==> src/sipo_latch_pkg.sv <==
// Package of constants for the twelve-stage serial-in, parallel-out latch
// Operation
// RQ1: Twelve stages, each with latch and output.
// RQ2: Shift one stage on serial clock rise.
// RQ3: First stage captures serial_in level.
// RQ4: Parallel outputs show inverted latched stages.
// RQ5: Hold low freezes latches and outputs.
// RQ6: Hold high makes latches follow register.
// RQ7: cascade_out always carries true stage twelve.
// RQ8: Gate high forces all outputs high.
// RQ9: Gate changes never disturb shifting.
// RQ10: Host sends twelve bits, then opens hold.
`default_nettype none
package sipo_latch_pkg;

  // Number of shift stages and parallel outputs
  localparam int STAGE_COUNT = 12;

  // Number of pin inputs passed through the synchroniser
  localparam int SYNC_WIDTH = 4;

  // Bit positions of the pins inside the synchronised vector
  localparam int SYNC_SCLK = 0;
  localparam int SYNC_SIN = 1;
  localparam int SYNC_HOLD = 2;
  localparam int SYNC_GATE = 3;

  // Reset levels of the filtered pins: clock low, data low,
  // latches holding, output gate closed
  localparam logic [SYNC_WIDTH-1:0] SYNC_RESET = 4'h8;

  // Reset contents of the shift stages and the output latches
  localparam logic [STAGE_COUNT-1:0] SHIFT_RESET = 12'h000;
  localparam logic [STAGE_COUNT-1:0] LATCH_RESET = 12'h000;

  // Parallel outputs reset high, the same as a closed gate
  localparam logic [STAGE_COUNT-1:0] OUT_RESET = 12'hFFF;

  // Level that a closed gate forces onto every parallel output
  localparam logic [STAGE_COUNT-1:0] OUT_FORCED = 12'hFFF;

  // Reset level of the cascade output
  localparam logic CASCADE_RESET = 1'b0;

endpackage
`default_nettype wire

==> src/pin_sync_if.sv <==
// Interface carrying the filtered pin levels from the synchroniser
`timescale 1ns/10ps
`default_nettype none
interface pin_sync_if;

  // Filtered pin levels, one bit per pin
  logic [sipo_latch_pkg::SYNC_WIDTH-1:0] level;

  // Synchroniser drives the levels
  modport source (output level);

  // Core logic reads them
  modport sink (input level);

endinterface
`default_nettype wire

==> src/pin_sync.sv <==
// Three-flop synchroniser with agreement filter for the pin inputs
`timescale 1ns/10ps
`default_nettype none
module pin_sync (
  input wire logic clk_sys,
  input wire logic srst,
  input wire logic [sipo_latch_pkg::SYNC_WIDTH-1:0] pins,
  pin_sync_if.source sync
);

  // Metastability catcher, read only by the second stage
  logic [sipo_latch_pkg::SYNC_WIDTH-1:0] meta_q;
  // Second and third stages, compared to reject a one-cycle glitch
  logic [sipo_latch_pkg::SYNC_WIDTH-1:0] stage2_q;
  logic [sipo_latch_pkg::SYNC_WIDTH-1:0] stage3_q;
  // Accepted level per pin
  logic [sipo_latch_pkg::SYNC_WIDTH-1:0] level_q;

  // Synchroniser chain
  always_ff @(posedge clk_sys)
  begin
    if (srst)
    begin
      meta_q <= sipo_latch_pkg::SYNC_RESET;
      stage2_q <= sipo_latch_pkg::SYNC_RESET;
      stage3_q <= sipo_latch_pkg::SYNC_RESET;
    end
    else
    begin
      meta_q <= pins;
      stage2_q <= meta_q;
      stage3_q <= stage2_q;
    end
  end

  // A pin changes only once stages two and three agree
  always_ff @(posedge clk_sys)
  begin
    if (srst)
      level_q <= sipo_latch_pkg::SYNC_RESET;
    else
    begin
      for (int i = 0; i < sipo_latch_pkg::SYNC_WIDTH; i++)
      begin
        if (stage2_q[i] == stage3_q[i])
          level_q[i] <= stage3_q[i];
      end
    end
  end

  assign sync.level = level_q;

endmodule
`default_nettype wire

==> src/sipo_latch12.sv <==
// Twelve-stage serial-in, parallel-out shift register with output latch
`timescale 1ns/10ps
`default_nettype none
module sipo_latch12 (
  input wire logic clk_sys,
  input wire logic srst,
  input wire logic serial_clk,
  input wire logic serial_in,
  input wire logic output_hold_n,
  input wire logic drive_gate_n,
  output logic [sipo_latch_pkg::STAGE_COUNT-1:0] parallel_out_n,
  output logic cascade_out
);

  // Filtered pin levels from the synchroniser
  pin_sync_if sync_bus ();

  // Pins gathered in the order that the synchroniser expects
  logic [sipo_latch_pkg::SYNC_WIDTH-1:0] pins;

  // Shift stages, bit 0 is the first stage
  logic [sipo_latch_pkg::STAGE_COUNT-1:0] shift_q;
  logic [sipo_latch_pkg::STAGE_COUNT-1:0] shift_d;
  // Output latches, one per stage
  logic [sipo_latch_pkg::STAGE_COUNT-1:0] latch_q;
  logic [sipo_latch_pkg::STAGE_COUNT-1:0] latch_d;
  // Registered parallel outputs, active low
  logic [sipo_latch_pkg::STAGE_COUNT-1:0] parallel_out_n_q;
  // Registered cascade output
  logic cascade_out_q;
  // Last filtered serial clock level, for edge detection
  logic sclk_prev_q;

  // Filtered levels under readable names
  logic sclk_level;
  logic sin_level;
  logic hold_open;
  logic gate_closed;
  // One-cycle pulse on a rising serial clock
  logic shift_edge;

  // Pack the pins; all four come from outside the clock domain
  always_comb
  begin
    pins = '0;
    pins[sipo_latch_pkg::SYNC_SCLK] = serial_clk;
    pins[sipo_latch_pkg::SYNC_SIN] = serial_in;
    pins[sipo_latch_pkg::SYNC_HOLD] = output_hold_n;
    pins[sipo_latch_pkg::SYNC_GATE] = drive_gate_n;
  end

  // Synchroniser for every pin
  pin_sync u_pin_sync (
    .clk_sys(clk_sys),
    .srst(srst),
    .pins(pins),
    .sync(sync_bus.source)
  );

  // Unpack the filtered levels
  assign sclk_level = sync_bus.level[sipo_latch_pkg::SYNC_SCLK];
  assign sin_level = sync_bus.level[sipo_latch_pkg::SYNC_SIN];
  assign hold_open = sync_bus.level[sipo_latch_pkg::SYNC_HOLD];
  assign gate_closed = sync_bus.level[sipo_latch_pkg::SYNC_GATE];

  // Remember the serial clock level for edge detection
  always_ff @(posedge clk_sys)
  begin
    if (srst)
      sclk_prev_q <= 1'b0;
    else
      sclk_prev_q <= sclk_level;
  end

  // Only a low-to-high change shifts; a falling edge does nothing [RQ2]
  assign shift_edge = sclk_level && !sclk_prev_q;

  // Next register contents; the gate plays no part here [RQ9]
  always_comb
  begin
    shift_d = shift_q;
    if (shift_edge)
    begin
      // Each stage takes its predecessor [RQ2]
      shift_d[sipo_latch_pkg::STAGE_COUNT-1:1] = shift_q[sipo_latch_pkg::STAGE_COUNT-2:0];
      // First stage takes the serial input level as is [RQ3]
      shift_d[0] = sin_level;
    end
  end

  // Twelve shift stages [RQ1]
  always_ff @(posedge clk_sys)
  begin
    if (srst)
      shift_q <= sipo_latch_pkg::SHIFT_RESET;
    else
      shift_q <= shift_d;
  end

  // Latches pass the new contents when open, else keep their value
  always_comb
  begin
    if (hold_open)
      latch_d = shift_d; // Transparent, no extra cycle of lag [RQ6]
    else
      latch_d = latch_q; // Frozen while hold is low [RQ5]
  end

  // Output latch per stage [RQ1]
  always_ff @(posedge clk_sys)
  begin
    if (srst)
      latch_q <= sipo_latch_pkg::LATCH_RESET;
    else
      latch_q <= latch_d;
  end

  // Parallel drive: gate forces high, otherwise inverted latches
  always_ff @(posedge clk_sys)
  begin
    if (srst)
      parallel_out_n_q <= sipo_latch_pkg::OUT_RESET;
    else if (gate_closed)
      parallel_out_n_q <= sipo_latch_pkg::OUT_FORCED; // Gate closed [RQ8]
    else
      parallel_out_n_q <= ~latch_d; // Inverted latch content [RQ4]
  end

  // Cascade bypasses latch and gate so chained parts see raw data
  always_ff @(posedge clk_sys)
  begin
    if (srst)
      cascade_out_q <= sipo_latch_pkg::CASCADE_RESET;
    else
      cascade_out_q <= shift_d[sipo_latch_pkg::STAGE_COUNT-1]; // [RQ7]
  end

  // Outputs come straight from flip-flops
  assign parallel_out_n = parallel_out_n_q;
  assign cascade_out = cascade_out_q;

  // Whole register moves up one stage on each rise
  AST_SHIFT_MOVES: assert property ( // [RQ2]
    @(posedge clk_sys) disable iff (srst)
    shift_edge |=> shift_q[11:1] == $past(shift_q[10:0])
  ) else $error("register did not move one stage on a rise");

  // Without a rise nothing moves
  AST_SHIFT_STILL: assert property ( // [RQ2]
    @(posedge clk_sys) disable iff (srst)
    !shift_edge |=> shift_q == $past(shift_q)
  ) else $error("register changed without a serial clock rise");

  // First stage takes the serial input level
  AST_FIRST_STAGE: assert property ( // [RQ3]
    @(posedge clk_sys) disable iff (srst)
    shift_edge |=> shift_q[0] == $past(sin_level)
  ) else $error("first stage did not take serial input");

  // Open gate shows the inverted latches on all twelve outputs
  AST_OUT_INVERTED: assert property ( // [RQ4]
    @(posedge clk_sys) disable iff (srst)
    !gate_closed |=> parallel_out_n_q == ~latch_q
  ) else $error("parallel outputs are not the inverted latches");

  // Closed hold keeps latches and open-gate outputs unchanged
  AST_HOLD_FREEZE: assert property ( // [RQ5]
    @(posedge clk_sys) disable iff (srst)
    (!hold_open && !gate_closed) ##1 (!hold_open && !gate_closed)
    |=> $stable(parallel_out_n_q) && $stable(latch_q)
  ) else $error("outputs changed while hold was low");

  // Open hold, open gate: every stage reaches its output
  AST_TRANSPARENT: assert property ( // [RQ1] [RQ6]
    @(posedge clk_sys) disable iff (srst)
    (hold_open && !gate_closed) |=> parallel_out_n_q == ~shift_q
  ) else $error("transparent latch did not follow register");

  // Cascade tracks stage twelve after each shift, regardless of hold
  AST_CASCADE: assert property ( // [RQ7]
    @(posedge clk_sys) disable iff (srst)
    shift_edge |=> cascade_out_q == $past(shift_q[10]) && cascade_out_q == shift_q[11]
  ) else $error("cascade output does not carry stage twelve");

  // Closed gate forces all outputs high one cycle later
  AST_GATE_FORCE: assert property ( // [RQ8]
    @(posedge clk_sys) disable iff (srst)
    gate_closed |=> parallel_out_n_q == 12'hFFF
  ) else $error("closed gate did not force outputs high");

  // Gate toggling alone leaves the register untouched
  AST_GATE_NO_SHIFT: assert property ( // [RQ9]
    @(posedge clk_sys) disable iff (srst)
    (gate_closed != $past(gate_closed)) && !shift_edge |=> $stable(shift_q)
  ) else $error("gate change disturbed the register");

  // Reset empties register and latches, closes outputs, clears cascade
  AST_OUT_RESET: assert property ( // [RQ1]
    @(posedge clk_sys)
    srst |=> shift_q == sipo_latch_pkg::SHIFT_RESET
      && latch_q == sipo_latch_pkg::LATCH_RESET
      && parallel_out_n_q == sipo_latch_pkg::OUT_RESET
      && cascade_out_q == sipo_latch_pkg::CASCADE_RESET
  ) else $error("reset did not clear register and outputs");

  // Cascade only moves on a rise, so a chained part never sees a glitch
  AST_CASCADE_STILL: assert property ( // [RQ7]
    @(posedge clk_sys) disable iff (srst)
    !shift_edge |=> $stable(cascade_out_q)
  ) else $error("cascade output changed without a serial clock rise");

  // Cascade keeps moving while the latches hold
  AST_HOLD_CASCADE: assert property ( // [RQ7]
    @(posedge clk_sys) disable iff (srst)
    !hold_open && shift_edge |=> cascade_out_q == $past(shift_q[10])
  ) else $error("cascade output stopped while hold was low");

  // Open hold: latches carry the register with no extra cycle of lag
  AST_LATCH_FOLLOW: assert property ( // [RQ6]
    @(posedge clk_sys) disable iff (srst)
    hold_open |=> latch_q == shift_q
  ) else $error("open latches did not follow the register");

  // Closed hold: latches keep their value whatever the gate does
  AST_LATCH_STILL: assert property ( // [RQ5]
    @(posedge clk_sys) disable iff (srst)
    !hold_open |=> $stable(latch_q)
  ) else $error("latches changed while hold was low");

endmodule
`default_nettype wire

==> config.mk <==
export PLATFORM = sky130hd
export DESIGN_NAME = sipo_latch12
export DESIGN_NICKNAME = d
export VERILOG_FILES = /design/src/sipo_latch_pkg.sv /design/src/pin_sync_if.sv /design/src/pin_sync.sv /design/src/sipo_latch12.sv
export SDC_FILE = /design/constraint.sdc
export NUM_CORES = 1
export LEC_CHECK = 0
export ABC_AREA = 0
export BUFFER_PORTS_ARGS = -buffer_cell sky130_fd_sc_hd__buf_2
export CORE_AREA = 3 3 58 60
export DETAILED_ROUTE_END_ITERATION = 10
export DIE_AREA = 0 0 61 63
export PLACE_DENSITY = 0.81
export SLEW_MARGIN = 5
export SYNTH_ARGS = -nofsm -noshare
export SYNTH_HDL_FRONTEND = slang
export SYNTH_SLANG_ARGS = --single-unit
==> constraint.sdc <==
create_clock -name clk_sys -period 2.7 [get_ports clk_sys]
set_input_delay 0.54 -clock clk_sys [delete_from_list [all_inputs] [get_ports clk_sys]]
set_output_delay 0.54 -clock clk_sys [all_outputs]
set_load 0.005 [all_outputs]
After elaboration in Yosys (flattened, before gate mapping)

Index checks and enable logic that the tools add are counted.
Widths: inputs -> output; s select.

Register bits after elaboration: 54
Latch bits: 0
Memory bits (writable): 0
ROM bits: 0
Input bits: 6
Output and inout bits: 13
Word-level logic and storage cells: 22
Memories: 0

$add $sub $neg: 0
Multiply operators: 0
Divide/modulo/power cells: 0
Magnitude comparators: 0
Eq/ne operators: 4
Shifts and indexed selects: 0
Muxes and demuxes: 2
Bitwise operators: 1
Reductions and logical operators: 3

Operators with widths:

| kind              | number |
|---|---|
| $mux 12           | 2 |
| $not 12->12       | 1 |
| $eq 1x1->1        | 4 |
| $reduce_or 2->1   | 1 |
| $logic_and 1x1->1 | 1 |
| $logic_not 1->1   | 1 |

Logic depth before layout (Yosys ltp)

Depth in word-level cells: 5
Gate-level depth with buffers: 4
Mapped depth without buffers: 3

Cells and area by module

From an unflattened synthesis, not the netlist that was laid out.

Cell total of the unflattened synthesis: 150
Area total of the unflattened synthesis: 1701.6 µm²

By module, submodules not included:

| module       | instances | cells each | area each (µm²) | seq. area each (µm²) |
|---|---|---|---|---|
| sipo_latch12 | 1         | 109        | 1229.9          | 740.7 |
| pin_sync     | 1         | 41         | 471.7           | 320.3 |

Worst setup path before layout

OpenSTA, ideal clock, no wires.

Kind: input -> register
From: in srst
To: reg parallel_out_n_q (netlist bit parallel_out_n[10])
Library setup time: 120 ps
Data arrival time: 1169 ps
Required time: 2580 ps
Setup slack: 1412 ps
Cell stages on the path: 3
Path buffers: 1
Cells stage by stage: or2_1 > clkbuf_1 > a211o_1

Longest elaborated chain between the ends: 1

Ends and longest elaborated chain:

| what                      | line                | source |
|---|---|---|
| start, declared           | sipo_latch12.sv:6   | `input wire logic srst,` |
| $reduce_or 2->1 (no line) | -                   |  |
| end signal, assigned      | sipo_latch12.sv:122 | `parallel_out_n_q <= sipo_latch_pkg::OUT_RESET;` |
| end signal, assigned      | sipo_latch12.sv:124 | `parallel_out_n_q <= sipo_latch_pkg::OUT_FORCED;` |
| end signal, assigned      | sipo_latch12.sv:126 | `parallel_out_n_q <= ~latch_d;` |
| end, declared             | sipo_latch12.sv:28  | `logic [sipo_latch_pkg::STAGE_COUNT-1:0] parallel_out_n_q;` |

No other way between the ends.
A chain may end at the register's enable or synchronous reset.

Final worst setup path

From: reg u_pin_sync.level_q (netlist bit u_pin_sync.sync.level[2])
To: reg parallel_out_n_q (netlist bit parallel_out_n[8])

Longest elaborated chain between the ends: 2

Ends and longest elaborated chain:

| what                            | line                | source |
|---|---|---|
| start, declared                 | pin_sync.sv:17      | `logic [sipo_latch_pkg::SYNC_WIDTH-1:0] level_q;` |
| start signal, assigned          | pin_sync.sv:40      | `level_q <= sipo_latch_pkg::SYNC_RESET;` |
| start signal, assigned by index | pin_sync.sv:46      | `level_q[i] <= stage3_q[i];` |
| $mux 12                         | sipo_latch12.sv:103 | `if (hold_open)` |
| $not 12->12                     | sipo_latch12.sv:126 |  |

No other way between the ends.

==> impl_results.md <==
* Status: finished clean
* Clock Path Buffers at 2
* Most frequent cell after synthesis: dfxtp_1
* Async set-reset flop share out of synthesis at 0
* I/O Buffers at 18
* Layout cells sized above 1 at 0.155
* WP data arrival at roughly 1900 ps
* DIE AREA at about 3800 um2
* Wire per inst at 13.2 um
* Internal Power at 0.000903 W
* Die height at 63 um
* Antenna diodes at 0
* Clock tree root driver cell: clkbuf_4
* Seq/Total Area, Yosys at 0.631
* RePlAce Congestion at between 0.7 and 0.8
* Total grt overflow at 0
* H-tree depth at 2
* CP Data Required Time at between 2000 and 3000 ps
* Placed cell area at 1770 um2
* Crit-path max FO at 22
* RSZ-0062 raised after global routing: no
* Critical path capture point type: register
* Main synth FF type: dfxtp_1
* Reg clk slew, reported paths at ~120 ps
* Drt drc at 0
* Post-place setup slack at between 1000 and 1500 ps
* Via count at approximately 1,100
* CTS Buf Count at 5
* Final Hold Violating Endpoints at 0
* Fin crit period at ~1600 ps
* Ranking of synthesized cells by area: dfxtp_1 (63%), mux2i_1 (7.1%), a211o_1 (6.3%)
* FP Rows at 20
* Syn nets at 156
* Chip width at roughly 60 um
* CP Class: reg -> reg
* Final WL at ~2.6 mm
* Max_slew headroom at 0.534
* Hpwl dp at around 1.7 mm
* Yosys reg bits at 53
* Final setup viols at 0
* Hold_buf cts at 0
* All-layer global routing usage at 0.167
* CTS Sinks at 53
* Clk pwr share at 0.283
* Share of the synthesized area in the top cell type at 0.631
* DR pass1 iterations at 4
* Global-route wire length before repair at roughly 4.7 mm
* Vias/cell at approximately 5.5
* # IOs at 19
* Fmax at roughly 630 MHz
* Cell variety after synth at 15
* Slew Limit Fails at 0
* Combinational share of power at 0.019
* Period Utilization, post-route at 0.590
* Largest net degree at the start of global routing at 42
* Post-cts gate resize count at 0
* Mapped Area at approximately 1700 um2
* Core Area at 2980 um2
* Worst Max-Slew Pin Slew at ~700 ps
* Worst setup margin at 1110 ps
* R2R setup slack at between 1000 and 1500 ps
* Post-Syn Instances at 150
* Clock Skews at 11.7 ps
* Post-synth top area cell: dfxtp_1
* Clk_lat worst skew at 360 ps
* Postcts setup bufs at 0
* Setup TNS Final at 0 ps
* CP Launch Type: register
* Pleak at around 0.61 nW
* Finished Core Util at 0.611
* Mean Syn Cell Area at 11.2 um2
* CTS tree: built
* Synth Warn # at 0
* Routed Antenna Nets at 0
* Area growth, synth to finish at 8.34%
* Worst VDD drop at 0.418 mV
* Number of enable flip-flop cells after synthesis at 0
* Commonest cells post-synth: dfxtp_1 (53), nor2_1 (25), a211o_1 (12), a211oi_1 (12), mux2i_1 (12)
* Vias in the first global route at roughly 1,100
* Part of the power in registers at 0.699
* Post-Layout Inst Area at 1820 um2
* Sw power at between 0.0002 and 0.00025 W
* Pwr dens at 624 nW/um2
* Initial antenna violation count at 0
* Switching Fraction at 0.205
* Initial Util at 0.564
* Iter 0 DRT Violations at just under 60
* Layout Nets at 173
* Hold/Removal Path Class: in -> reg
* MaxCap Viol Count at 0
-- power by group through the flow --
stage | sequential [W] | clock, W | combinational (W)
final | 0.000793 | 0.000321 | 0.0000211
after global routing | 0.000795 | 0.000362 | 0.0000242
after CTS | 0.000793 | 0.000329 | 0.0000213
after detailed placement | 0.000811 | 0 | 0.0000214
after global placement | 0.000810 | 0 | 0.0000202
after floorplan | 0.000809 | 0 | 0.0000150
-- cells in the final DEF (no fill, tap or decap), types with 4 or more instances in the layout --
cell type and count:
buf_2 18, clkbuf_4 5, or2_1 4, a211o_1 12, mux2i_1 12, a211oi_1 12
nor2b_1 10, a21oi_1 4, nor2_1 25, dfxtp_1 53
-- through the flow --
stage | total power [W] | hold slack, ps | cells
detailed placement | 0.000832 | 401 | 193
finish | 0.00114 | 361 | 201
CTS | 0.00114 | 355 | 201
floorplan | 0.000825 | 383 | 150
global placement | 0.000830 | 386 | 193
global route | 0.00118 | 350 | 201
-- cell type report --
class                           count  area, um2
Timing Repair Buffer               20        105
Multi-Input combinational cell     87        564
Tap cell                           33       41.3
Clock buffer                        8       48.8
Sequential cell                    53       1060
Fill cell                         246       1160
-- worst paths after layout --
kind	start	endpoint	cells after the start
setup / recovery	u_pin_sync.sync.level[2]	parallel_out_n[8]	3
hold / removal	drive_gate_n	u_pin_sync.meta_q[3]	2
setup reg to reg	u_pin_sync.sync.level[2]	parallel_out_n[8]	3
hold reg to reg	u_pin_sync.meta_q[3]	u_pin_sync.stage2_q[3]	1
-- worst max-delay path: stages, from the launching register on --
cell	delay [ps]
dfxtp_1	790
buf_4	340
nor2_1	90
a211o_1	270
-- cell families (layout without fill, tap and decap cells) --
family / count (synthesis) / count (layout) / synth area share
AND/OR/NAND/NOR: 43 / 43 / 0.123
buffers and inverters: 10 / 28 / 0.0328
multiplexers: 12 / 12 / 0.0715
flip-flops: 53 / 53 / 0.631
AO/OA/AOI/OAI: 32 / 32 / 0.141
-- layer usage --
layer / vias to the layer above / track usage / wire length (um)
met4: 0 / 0.0786 / 46
li1: 546 / - / -
met1: 520 / 0.203 / 1220
met2: 27 / 0.242 / 1250
met5: - / 0 / 0
met3: 6 / 0.0806 / 128
Power figures use the tool's default switching activity.
